[config.mk]
export PLATFORM = sky130hd
export DESIGN_NAME = plld_top
export DESIGN_NICKNAME = d
export VERILOG_FILES = /design/src/rtl/plld_pkg.sv /design/src/rtl/plld_top.sv
export VERILOG_INCLUDE_DIRS = /design/src /design/src/rtl
export SDC_FILE = /design/constraint.sdc
export NUM_CORES = 1
export LEC_CHECK = 0
export CAP_MARGIN = 20
export CORE_MARGIN = 10
export CORE_UTILIZATION = 30
export CTS_CLUSTER_DIAMETER = 200
export CTS_CLUSTER_SIZE = 20
export DETAILED_ROUTE_END_ITERATION = 6
export DONT_BUFFER_PORTS = 1
export PLACE_DENSITY = 0.42
export SYNTH_ARGS = -nofsm -noshare
export SYNTH_HDL_FRONTEND = slang
export SYNTH_SLANG_ARGS = --single-unit
[constraint.sdc]
create_clock -name clk -period 53.8 [get_ports clk]
set_input_delay 10.76 -clock clk [delete_from_list [all_inputs] [get_ports clk]]
set_output_delay 10.76 -clock clk [all_outputs]
set_load 0.02 [all_outputs]
[src/rtl/plld_cfg.svh]
// Purpose: constants of the lock detector and bleed control block
// Assumes: byte wide registers, 15 bit serial addresses
// Notes: times are in picoseconds
`ifndef PLLD_CFG_SVH
`define PLLD_CFG_SVH

// ----------------------------------------------------------------
// register offsets and reset values
// ----------------------------------------------------------------
`define PLLD_ADDR_LOCK_BLEED 15'h0027
`define PLLD_ADDR_LOCK_COUNT 15'h0028
`define PLLD_RST_LOCK_BLEED 8'hc5
`define PLLD_RST_LOCK_COUNT 8'h03

// ----------------------------------------------------------------
// field positions
// ----------------------------------------------------------------
`define PLLD_BIAS_MSB 7
`define PLLD_BIAS_LSB 6
`define PLLD_PREC_BIT 5
`define PLLD_GATE_BIT 4
`define PLLD_BLEED_BIT 3
`define PLLD_VCO_OFF_BIT 2
`define PLLD_RSV_MSB 1
`define PLLD_RSV_LSB 0
`define PLLD_CNT_MSB 2
`define PLLD_CNT_LSB 1
`define PLLD_LOL_BIT 0
`define PLLD_CNT_REG_MASK 8'h07

// ----------------------------------------------------------------
// lock window times
// ----------------------------------------------------------------
`define PLLD_DELAY0_PS 16'd5000
`define PLLD_DELAY1_PS 16'd6000
`define PLLD_DELAY2_PS 16'd8000
`define PLLD_DELAY3_PS 16'd12000
`define PLLD_PREC_FRAC_PS 16'd5000
`define PLLD_PREC_INT_PS 16'd2400

// ----------------------------------------------------------------
// serial frame
// ----------------------------------------------------------------
`define PLLD_HDR_LAST 5'd15
`define PLLD_FRAME_LAST 5'd23

`endif

[src/rtl/plld_pkg.sv]
// Purpose: types of the lock detector and bleed control block
// Assumes: nothing beyond the cfg header
// Notes: field order follows the two registers, msb first
package plld_pkg;

	typedef struct packed {
		logic [1:0] bias;
		logic precision;
		logic gate;
		logic bleed_en;
		logic vco_off;
		logic [1:0] rsv_out;
	} plld_ctrl_t;

	typedef struct packed {
		logic [1:0] count_sel;
		logic loss_of_lock_enable;
	} plld_count_t;

	typedef enum logic {
		plld_st_search,
		plld_st_locked
	} plld_state_t;

endpackage : plld_pkg

[src/rtl/plld_top.sv]
// Purpose: digital lock detector, bleed gating, regulator control
// Assumes: all inputs synchronous to clk, one pfd_tick per comparison
// Notes: 3-wire port: cs_n low frames, sclk, shared sdio data line
`timescale 1ns/1ns
`include "plld_cfg.svh"

module plld_top #(
	parameter int CNT_W = 14,
	parameter logic [13:0] LOCK_CYCLES0 = 14'd1024,
	parameter logic [13:0] LOCK_CYCLES1 = 14'd2048,
	parameter logic [13:0] LOCK_CYCLES2 = 14'd4096,
	parameter logic [13:0] LOCK_CYCLES3 = 14'd8192
) (
	// clock and reset
	input wire logic clk,
	input wire logic rst,
	// serial register port
	input wire logic cs_n,
	input wire logic sclk,
	input wire logic sdio_in,
	output logic sdio_out,
	output logic sdio_oe,
	// phase detector side
	input wire logic pfd_tick,
	input wire logic [15:0] phase_err_ps,
	input wire logic ref_present,
	// controls and status
	output logic lock_detect,
	output logic bleed_on,
	output logic vco_regulator_off,
	output logic [1:0] reserved_output_field
);

	// ------------------------------------------------------------
	// helpers
	// ------------------------------------------------------------
	function automatic logic [15:0] window_ps(input logic [1:0] bias,
			input logic precision);
		logic [31:0] d;
		logic [31:0] p;
		d = 32'd0;
		p = 32'd0;
		case (bias)
			2'h0: d = {16'h0000, `PLLD_DELAY0_PS};
			2'h1: d = {16'h0000, `PLLD_DELAY1_PS};
			2'h2: d = {16'h0000, `PLLD_DELAY2_PS};
			default: d = {16'h0000, `PLLD_DELAY3_PS};
		endcase
		// integer precision narrows the window by the same ratio
		p = precision ? {16'h0000, `PLLD_PREC_INT_PS} :
			{16'h0000, `PLLD_PREC_FRAC_PS};
		window_ps = 16'((d * p) / {16'h0000, `PLLD_PREC_FRAC_PS});
	endfunction : window_ps

	function automatic logic [CNT_W-1:0] lock_target(input logic [1:0] sel);
		case (sel)
			2'h0: lock_target = CNT_W'(LOCK_CYCLES0);
			2'h1: lock_target = CNT_W'(LOCK_CYCLES1);
			2'h2: lock_target = CNT_W'(LOCK_CYCLES2);
			default: lock_target = CNT_W'(LOCK_CYCLES3);
		endcase
	endfunction : lock_target

	// ------------------------------------------------------------
	// registers
	// ------------------------------------------------------------
	plld_pkg::plld_ctrl_t ctrl;
	plld_pkg::plld_count_t cnt_cfg;
	logic sclk_q;
	logic [4:0] bit_cnt;
	logic [15:0] shift_in;
	logic [15:0] hdr;
	logic [7:0] rd_shift;
	logic reading;
	logic wr_strobe;
	logic [14:0] wr_addr;
	logic [7:0] wr_data;
	plld_pkg::plld_state_t state;
	logic [CNT_W-1:0] win_cnt;

	wire logic sclk_rise = sclk & ~sclk_q & ~cs_n;
	wire logic sclk_fall = ~sclk & sclk_q & ~cs_n;

	function automatic logic [7:0] read_reg(input logic [14:0] addr,
			input plld_pkg::plld_ctrl_t c, input plld_pkg::plld_count_t k);
		case (addr)
			`PLLD_ADDR_LOCK_BLEED: read_reg = c;
			`PLLD_ADDR_LOCK_COUNT: read_reg = {5'h00, k};
			default: read_reg = 8'h00;
		endcase
	endfunction : read_reg

	// ------------------------------------------------------------
	// serial framing
	// ------------------------------------------------------------
	always_ff @(posedge clk or posedge rst) begin
		if (rst) begin
			sclk_q <= 1'b0;
			bit_cnt <= 5'h00;
			shift_in <= 16'h0000;
			hdr <= 16'h0000;
			wr_strobe <= 1'b0;
			wr_addr <= 15'h0000;
			wr_data <= 8'h00;
		end else begin
			sclk_q <= sclk;
			wr_strobe <= 1'b0;
			if (cs_n) begin
				bit_cnt <= 5'h00;
			end else if (sclk_rise) begin
				shift_in <= {shift_in[14:0], sdio_in};
				if (bit_cnt != 5'h1f) begin
					bit_cnt <= bit_cnt + 5'h01;
				end
				if (bit_cnt == `PLLD_HDR_LAST) begin
					hdr <= {shift_in[14:0], sdio_in};
				end
				// extra clocks past one frame are ignored
				if (bit_cnt == `PLLD_FRAME_LAST && !hdr[15]) begin
					wr_strobe <= 1'b1;
					wr_addr <= hdr[14:0];
					wr_data <= {shift_in[6:0], sdio_in};
				end
			end
		end
	end

	// ------------------------------------------------------------
	// readback drive, data changes on falling sclk
	// ------------------------------------------------------------
	always_ff @(posedge clk or posedge rst) begin
		if (rst) begin
			rd_shift <= 8'h00;
			reading <= 1'b0;
			sdio_out <= 1'b0;
			sdio_oe <= 1'b0;
		end else if (cs_n) begin
			reading <= 1'b0;
			sdio_oe <= 1'b0;
		end else if (sclk_rise && bit_cnt == `PLLD_HDR_LAST) begin
			reading <= shift_in[14];
			rd_shift <= read_reg({shift_in[13:0], sdio_in}, ctrl, cnt_cfg);
		end else if (sclk_fall && reading) begin
			sdio_oe <= (bit_cnt <= `PLLD_FRAME_LAST);
			sdio_out <= rd_shift[7];
			rd_shift <= {rd_shift[6:0], 1'b0};
		end
	end

	// ------------------------------------------------------------
	// register writes
	// ------------------------------------------------------------
	always_ff @(posedge clk or posedge rst) begin
		if (rst) begin
			ctrl <= `PLLD_RST_LOCK_BLEED;
			cnt_cfg <= 3'(`PLLD_RST_LOCK_COUNT);
		end else if (wr_strobe) begin
			if (wr_addr == `PLLD_ADDR_LOCK_BLEED) begin
				ctrl <= wr_data;
			end
			if (wr_addr == `PLLD_ADDR_LOCK_COUNT) begin
				cnt_cfg <= 3'(wr_data & `PLLD_CNT_REG_MASK);
			end
		end
	end

	// ------------------------------------------------------------
	// lock detector
	// ------------------------------------------------------------
	always_ff @(posedge clk or posedge rst) begin
		if (rst) begin
			state <= plld_pkg::plld_st_search;
			win_cnt <= '0;
		end else begin
			case (state)
				plld_pkg::plld_st_search: begin
					if (pfd_tick) begin
						if (phase_err_ps > window_ps(ctrl.bias,
								ctrl.precision)) begin
							win_cnt <= '0;
						end else if (win_cnt >=
								lock_target(cnt_cfg.count_sel) - 1'b1) begin
							state <= plld_pkg::plld_st_locked;
							win_cnt <= '0;
						end else begin
							win_cnt <= win_cnt + 1'b1;
						end
					end
				end
				plld_pkg::plld_st_locked: begin
					// reference loss only counts once locked
					if (cnt_cfg.loss_of_lock_enable && !ref_present) begin
						state <= plld_pkg::plld_st_search;
					end else if (pfd_tick && phase_err_ps >
							window_ps(ctrl.bias, ctrl.precision)) begin
						state <= plld_pkg::plld_st_search;
					end
					win_cnt <= '0;
				end
				default: begin
					state <= plld_pkg::plld_st_search;
					win_cnt <= '0;
				end
			endcase
		end
	end

	// ------------------------------------------------------------
	// registered outputs
	// ------------------------------------------------------------
	always_ff @(posedge clk or posedge rst) begin
		if (rst) begin
			lock_detect <= 1'b0;
			bleed_on <= 1'b0;
			vco_regulator_off <= 1'b1;
			reserved_output_field <= 2'h1;
		end else begin
			lock_detect <= (state == plld_pkg::plld_st_locked);
			// gating follows the lock detector state only while ctrl.gate is set
			bleed_on <= ctrl.bleed_en &
				(~ctrl.gate | (state == plld_pkg::plld_st_locked));
			vco_regulator_off <= ctrl.vco_off;
			reserved_output_field <= ctrl.rsv_out;
		end
	end

endmodule : plld_top
==> flow_metrics.env, run 1 <==
export IMPL_p_leak_uw=0.00956
export IMPL_numCtsBuffers=9
export IMPL_yosys_top_cells_area="dfrtp_1 11%, ha_1 6.0%, xnor2_1 5.3%"
export IMPL_finalWorstSetupSlack_ns=19.03
export IMPL_syn_nets=3101
export IMPL_final_max_slew_violation_count=0
export IMPL_critPathArrivalTime_ns=35.04
export IMPL_yosys_area_top_type="dfrtp_1"
export IMPL_track_usage_pct=18.8
export IMPL_min_path_cells=0
export IMPL_crit_slowest_cell="dfstp_2"
export IMPL_drt_total_wl_um=81800
export IMPL_num_vias=22900
export IMPL_crit_type="reg -> reg"
export IMPL_grt_pass1_vias=21800
export IMPL_setup_viol=0
export IMPL_seq_power_share_pct=52.6
export IMPL_ir_drop_uv=18.0
export IMPL_max_stage_delay_ns=0.93
export IMPL_layout_nets=3014
export IMPL_start_util_pct=30.4
export IMPL_syn_cell_area_um2=21800
export IMPL_synthArstFlopShare_pct=100
export IMPL_power_frac_comb_pct=4.7
export IMPL_viasPerCell=6.01
export IMPL_crit_path_start_kind="flip-flop"
export IMPL_post_cts_resized=0
export IMPL_synth_edf_count=0
export IMPL_min_path_type="reg -> reg"
export IMPL_skew_ns=0.00963
export IMPL_hold_slack_ns=0.388
export IMPL_syn_mean_instance_area_um2=7.41
export IMPL_postCtsSetupBuffers=0
export IMPL_maxCapViolations=0
export IMPL_grt_pass1_wl_um=129000
export IMPL_cts_tree="yes"
export IMPL_clk_pin_slew_ns=0.07
export IMPL_powerDensity_nw_per_um2=6.85
export IMPL_fmax_mhz=28.8
export IMPL_finalHoldViolations=0
export IMPL_outcome="complete, no violations"
export IMPL_yosysWarningCount=0
export IMPL_cts_sinks=103
export IMPL_crit_reg2reg_capture="win_cnt[0]"
export IMPL_worstHoldStart="ctrl[0]"
export IMPL_grt_remaining_overflow=0
export IMPL_die_h_um=290
export IMPL_layout_drive_gt1_share_pct=9.99
export IMPL_worst_slew_pin_slew_ns=1.15
export IMPL_hold_end="reserved_output_field[0]"
export IMPL_initialDrtViolationCount=2053
export IMPL_ff2ff_path_depth=104
export IMPL_reg2reg_slack_ns=19.03
export IMPL_relSlewSlack_pct=22.6
export IMPL_antenna_found_initial=0
export IMPL_ios=30
export IMPL_cp_end_kind="flip-flop"
export IMPL_period_share_pct=64.6
export IMPL_synth_flop_cell="dfrtp_1"
export IMPL_drc=0
export IMPL_fp_row_count=98
export IMPL_globalplace_congestion=0.889
export IMPL_p_int_uw=119
export IMPL_numPortBuffers=0
export IMPL_chipWidth_um=290
export IMPL_ys_ff_latch=103
export IMPL_core_um2=71900
export IMPL_drt_wirelength_per_cell_um=21.4
export IMPL_die_area_um2=83900
export IMPL_synth_distinct_cells=144
export IMPL_netlist_area_leader_share_pct=10.9
export IMPL_cts_root_buf="clkbuf_16"
export IMPL_diodes=0
export IMPL_fin_crit_ns=34.77
export IMPL_postCtsHoldBufs=0
export IMPL_yosysSeqAreaShare_pct=11.9
export IMPL_sw_frac_of_total_pct=23.5
export IMPL_firstDrtPassIters=6
export IMPL_dp_cells=3796
export IMPL_grt_max_degree=61
export IMPL_p_clk_share_pct=42.6
export IMPL_syn_inst=2947
export IMPL_worstReg2RegStart="ctrl[6]"
export IMPL_critPathRequiredTime_ns=54.07
export IMPL_clk_latency_ns=0.35
export IMPL_cts_path_max_buffers=2
export IMPL_rsz0062_at_grt="false"
export IMPL_dp_hpwl_um=64900
export IMPL_ant_nets=0
export IMPL_cp_max_fo=30
export IMPL_instances_no_fill=3814
export IMPL_syn_to_final_growth_pct=4.47
export IMPL_p_switching_uw=36.8
export IMPL_pre_cts_ws_ns=19.60
export IMPL_fin_setup_tns_ns=0
export IMPL_h_tree_depth=3
how the worst max path moves through the flow:
stage | startpoint | end | slack, ns | cells past startpoint
2_1_floorplan | ctrl[5] | win_cnt[10] | 26.32 | 117
3_3_place_gp | ctrl[6] | win_cnt[3] | 20.50 | 102
3_5_place_dp | ctrl[6] | win_cnt[0] | 19.60 | 104
4_1_cts | ctrl[6] | win_cnt[0] | 19.39 | 104
5_1_grt | ctrl[6] | win_cnt[0] | 16.07 | 105
6_report | ctrl[6] | win_cnt[0] | 19.03 | 104
power groups by stage:
stage	combinational [uW]	clock, uW	sequential (uW)
5_1_grt	8.76	72.1	82.5
3_3_place_gp	7.37	0	83.6
6_report	7.37	66.6	82.2
4_1_cts	7.52	68.9	82.2
2_1_floorplan	5.54	0	82.5
3_5_place_dp	7.52	0	83.7
registers in the layout, indices dropped and copies added, names as in the netlist, 3 cells and up:
name and cells:
hdr 16, shift_in 15, wr_addr 15, win_cnt 14, ctrl 8, rd_shift 8, wr_data 8, bit_cnt 5
cnt_cfg 3
cells by family after synthesis:
group           Yosys count  share of synthesized area [%]
simple gates           1219                           28.7
compound gates          926                           31.1
buf+inv                 258                           5.85
xor+xnor                187                           7.87
fa+ha+maj               131                           8.41
mux                     123                           6.18
flops                   103                           11.9
routing by layer:
| metal | up-vias | wire length, um | GRT usage [%] |
|---|---|---|---|
| met5 | - | 0 | 0 |
| met4 | 0 | 1040 | 3.05 |
| met3 | 69 | 3460 | 1.47 |
| met2 | 620 | 38000 | 31.1 |
| met1 | 11300 | 39200 | 26.6 |
| li1 | 11000 | - | - |
cells in the final DEF, fill, tap and decap left out, types with 47 or more instances in the layout:
cell type,synthesis,routed
and3_1,54,54
mux2i_1,48,48
dfrtp_1,95,95
ha_1,105,105
nor2_1,273,273
and2_1,52,52
a21oi_1,158,158
xor2_1,47,47
a31oi_1,54,54
nor3_1,110,109
mux2_2,68,68
nand3_1,107,107
inv_1,113,112
o21ai_0,123,123
nand2_1,305,305
xnor2_1,132,132
cells in the mapped netlist, types with 38 or more instances:
cell and instances:
a21oi_1 158, clkbuf_1 53, dfrtp_1 95, mux2_2 68, nor4_1 39, and3_1 54, xnor2_1 132, ha_1 105
inv_1 113, a31oi_1 54, xor2_1 47, o211ai_1 38, a21o_1 41, mux2i_1 48, nor3_1 110, nand3_1 107
and2_1 52, nor2_1 273, o21ai_0 123, o21ai_1 39, a211oi_1 44, nand2_1 305
area by class of cell:
cell class | count | area [um2]
repair buffers | 31 | 233
multi-input cells | 2586 | 18000
clock inverters | 5 | 63.8
inverters | 129 | 489
fillers | 7913 | 49100
well taps | 950 | 1190
flip-flops and latches | 103 | 2590
clock buffers | 10 | 239
worst max-delay path, delay by kind of cell (launching register included):
kind / cells / cell delay (ns)
AO/OA/AOI/OAI: 43 / 13.80
buffers and inverters: 16 / 3.65
XOR/XNOR: 8 / 3.85
multiplexers: 2 / 0.81
adder cells (fa/ha/maj): 12 / 4.25
flip-flops: 1 / 0.93
AND/OR/NAND/NOR: 23 / 7.26
per-stage QoR:
step | power (uW) | instance area, um2 | utilization [%]
after floorplan | 88.0 | 21800 | -
after global placement | 91.0 | 22500 | 31.3
after detailed placement | 91.2 | 22500 | 31.3
after CTS | 159 | 22800 | 31.7
after global routing | 163 | 22800 | 31.7
final | 156 | 22800 | 31.7
Note: power is estimated with default switching activity, not from simulation.
==> run 2: changes to the inputs <==
Settings changed: ABC_AREA set to 1.
Clock period 53.8 ns to 32.9 ns, I/O delays scaled along.
==> run 2 against run 1 <==
Worst hold slack improved by 0.0019 ns; register-to-register slack got worse by 11 ns; fmax rose by 40%; largest cell class unchanged; sequential cell count did not move; global-route usage fell by 1.8 points; sequential power rose by 62%; clock power rose by 77%; critical path depth rose by 54; combinational power rose by 100%; non-clock buffer count fell by 18; first-iteration DRC count fell by 27%; final cell count rose by 22%.
==> flow_metrics.env, run 2 <==
export IMPL_outcome="complete, no violations"
export IMPL_relSlewSlack_pct=36.4
export IMPL_synth_top_family_by_area="simple AND/OR/NAND/NOR gates"
export IMPL_fp_row_count=99
export IMPL_syn_nets=3898
export IMPL_fin_crit_ns=24.80
export IMPL_largestRegisters="hdr x16, shift_in x15, wr_addr x15"
export IMPL_hold_slack_ns=0.389
export IMPL_maxCapViolations=0
export IMPL_synth_compound_area_share_pct=6.32
export IMPL_postCtsSetupBuffers=0
export IMPL_ys_ff_latch=103
export IMPL_worstReg2RegStart="ctrl[6]"
export IMPL_period_share_pct=75.4
export IMPL_yosys_area_share_simple_pct=57.9
export IMPL_min_path_cells=0
export IMPL_crit_slowest_cell="dfstp_2"
export IMPL_syn_mean_instance_area_um2=5.96
export IMPL_critPathArrivalTime_ns=25.04
export IMPL_ios=30
export IMPL_yosysMostFrequentCell="nand2_1"
export IMPL_crit_path_start_kind="flip-flop"
export IMPL_layout_drive_gt1_share_pct=17.3
export IMPL_hold_end="vco_regulator_off"
export IMPL_postCtsHoldBufs=0
export IMPL_crit_type="reg -> reg"
export IMPL_initialDrtViolationCount=1507
export IMPL_cp_startpoint="ctrl[6]"
export IMPL_max_stage_delay_ns=0.77
export IMPL_cts_tree="yes"
export IMPL_numPortBuffers=0
export IMPL_skew_ns=0.00819
export IMPL_finalHoldViolations=0
export IMPL_ff2ff_path_depth=158
export IMPL_dp_hpwl_um=62500
export IMPL_layout_nets=3859
export IMPL_grt_max_degree=64
export IMPL_cp_end_kind="flip-flop"
export IMPL_syn_to_final_growth_pct=4.61
export IMPL_drt_wirelength_per_cell_um=15.9
export IMPL_syn_inst=3744
export IMPL_layout_common_cells="1,118 x nand2_1, 469 x inv_1, 385 x nor2_1"
export IMPL_synth_edf_count=0
export IMPL_powerDensity_nw_per_um2=11.4
export IMPL_chipWidth_um=293
export IMPL_track_usage_pct=17.0
export IMPL_power_total_uw=265
export IMPL_synthMuxAreaShare_pct=0.252
export IMPL_final_max_slew_violation_count=0
export IMPL_clk_latency_ns=0.35
export IMPL_drt_total_wl_um=74100
export IMPL_reg2reg_slack_ns=8.10
export IMPL_synth_flop_cell="dfrtp_1"
export IMPL_cts_sinks=103
export IMPL_viasPerCell=4.76
export IMPL_worst_slew_pin_slew_ns=0.952
export IMPL_largest_register="hdr"
export IMPL_worstHoldStart="ctrl[2]"
export IMPL_grt_busiest_layer="met2"
export IMPL_setup_viol=0
export IMPL_ir_drop_uv=25.3
export IMPL_yosys_area_top_type="nand2_1"
export IMPL_numCtsBuffers=9
export IMPL_fmax_mhz=40.3
export IMPL_grt_pass1_wl_um=120000
export IMPL_yosysSeqAreaShare_pct=11.6
export IMPL_use_met1_pct=23.1
export IMPL_layout_commonest_cell="nand2_1"
export IMPL_h_tree_depth=3
export IMPL_cts_path_max_buffers=2
export IMPL_firstDrtPassIters=6
export IMPL_largest_reg_flops=16
export IMPL_syn_cell_area_um2=22300
export IMPL_p_leak_uw=0.0134
export IMPL_critPathRequiredTime_ns=33.14
export IMPL_fillers=8421
export IMPL_die_area_um2=85700
export IMPL_synthArstFlopShare_pct=100
export IMPL_cp_common_cell="nand2_1"
export IMPL_grt_use_met3_pct=0.908
export IMPL_rsz0062_at_grt="false"
export IMPL_synth_xor_area_share_pct=3.30
export IMPL_grtUsageMet2_pct=29.6
export IMPL_netlist_area_leader_share_pct=18.8
export IMPL_grt_pass1_vias=21800
export IMPL_ant_nets=0
export IMPL_synthAdderAreaFrac_pct=8.22
export IMPL_core_um2=73300
export IMPL_yosys_top_cells_area="nand2_1 19%, dfrtp_1 11%, nand3_1 8.6%"
export IMPL_cp_max_fo=27
export IMPL_globalplace_congestion=0.867
export IMPL_post_cts_resized=0
export IMPL_fin_setup_tns_ns=0
export IMPL_cts_root_buf="clkbuf_16"
export IMPL_num_vias=22200
export IMPL_clk_pin_slew_ns=0.07
export IMPL_synth_distinct_cells=73
export IMPL_grt_remaining_overflow=0
export IMPL_antenna_found_initial=2
export IMPL_synth_common_cells="1,118 x nand2_1, 470 x inv_1, 386 x nor2_1"
export IMPL_crit_reg2reg_capture="win_cnt[4]"
export IMPL_min_path_type="reg -> reg"
export IMPL_yosysWarningCount=0
export IMPL_drc=0
export IMPL_die_h_um=293
export IMPL_start_util_pct=30.4
run 2: cell count changes after synthesis, moves of 104 or more:
cell and change:
a21oi_1 -104, inv_1 +357, nand3_1 +276, nor2_1 +113, nand2_1 +813, xnor2_1 -118
nand2_2 +223
run 2: cells by family after synthesis:
group | count (synthesis)
XOR/XNOR | 84
adder cells (fa/ha/maj) | 131
AO/OA/AOI/OAI | 242
buffers and inverters | 625
multiplexers | 5
flip-flops | 103
AND/OR/NAND/NOR | 2554
run 2: worst max-delay path by stage:
stage,to,cells past startpoint
final,win_cnt[4],158
after global routing,win_cnt[10],162
after floorplan,win_cnt[4],167
after CTS,win_cnt[10],160
after global placement,win_cnt[10],156
after detailed placement,win_cnt[4],160
run 2: metrics by stage:
stage	util (%)	instance area [um2]	setup slack, ns	instances
after floorplan	-	22300	13.31	3744
after CTS	31.8	23300	8.05	4667
after detailed placement	31.4	23000	8.12	4651
after global routing	31.8	23300	5.50	4671
final	31.8	23300	8.10	4671
after global placement	31.4	23000	8.33	4651
run 2: final cells by class:
cell class / count / area, um2 / area share (%)
antenna: 2 / 5.00 / 0.0214
clock inverter: 5 / 81.3 / 0.348
sequential: 103 / 2590 / 11.1
multi-input combinational: 3016 / 17000 / 72.7
timing repair buffer: 13 / 105 / 0.450
clock buffer: 11 / 243 / 1.04
inverter: 562 / 2140 / 9.19
tap: 959 / 1200 / 5.14
run 2: worst max-delay path, delay by kind of cell (launching register included):
kind | cells | cell delay (ns)
DFF | 1 | 0.77
adders and majority gates | 11 | 4.12
AOI/OAI and AO/OA | 2 | 0.50
and+or+nand+nor | 130 | 17.31
buffers and inverters | 15 | 1.92
run 2: layer usage:
metal	up-vias	part of all wire, %
met5	-	0
met4	0	1.4
met3	49	2.1
met2	281	48
met1	10200	49
li1	11700	-
run 2: report_power, final:
part | switching, uW | leakage [uW] | total, uW | internal (uW)
combinational | 10.8 | 0.0119 | 14.9 | 4.00
sequential | 2.43 | 0.00135 | 133 | 130
clock | 48.6 | 0.000156 | 118 | 68.9
total | 61.9 | 0.0134 | 265 | 203
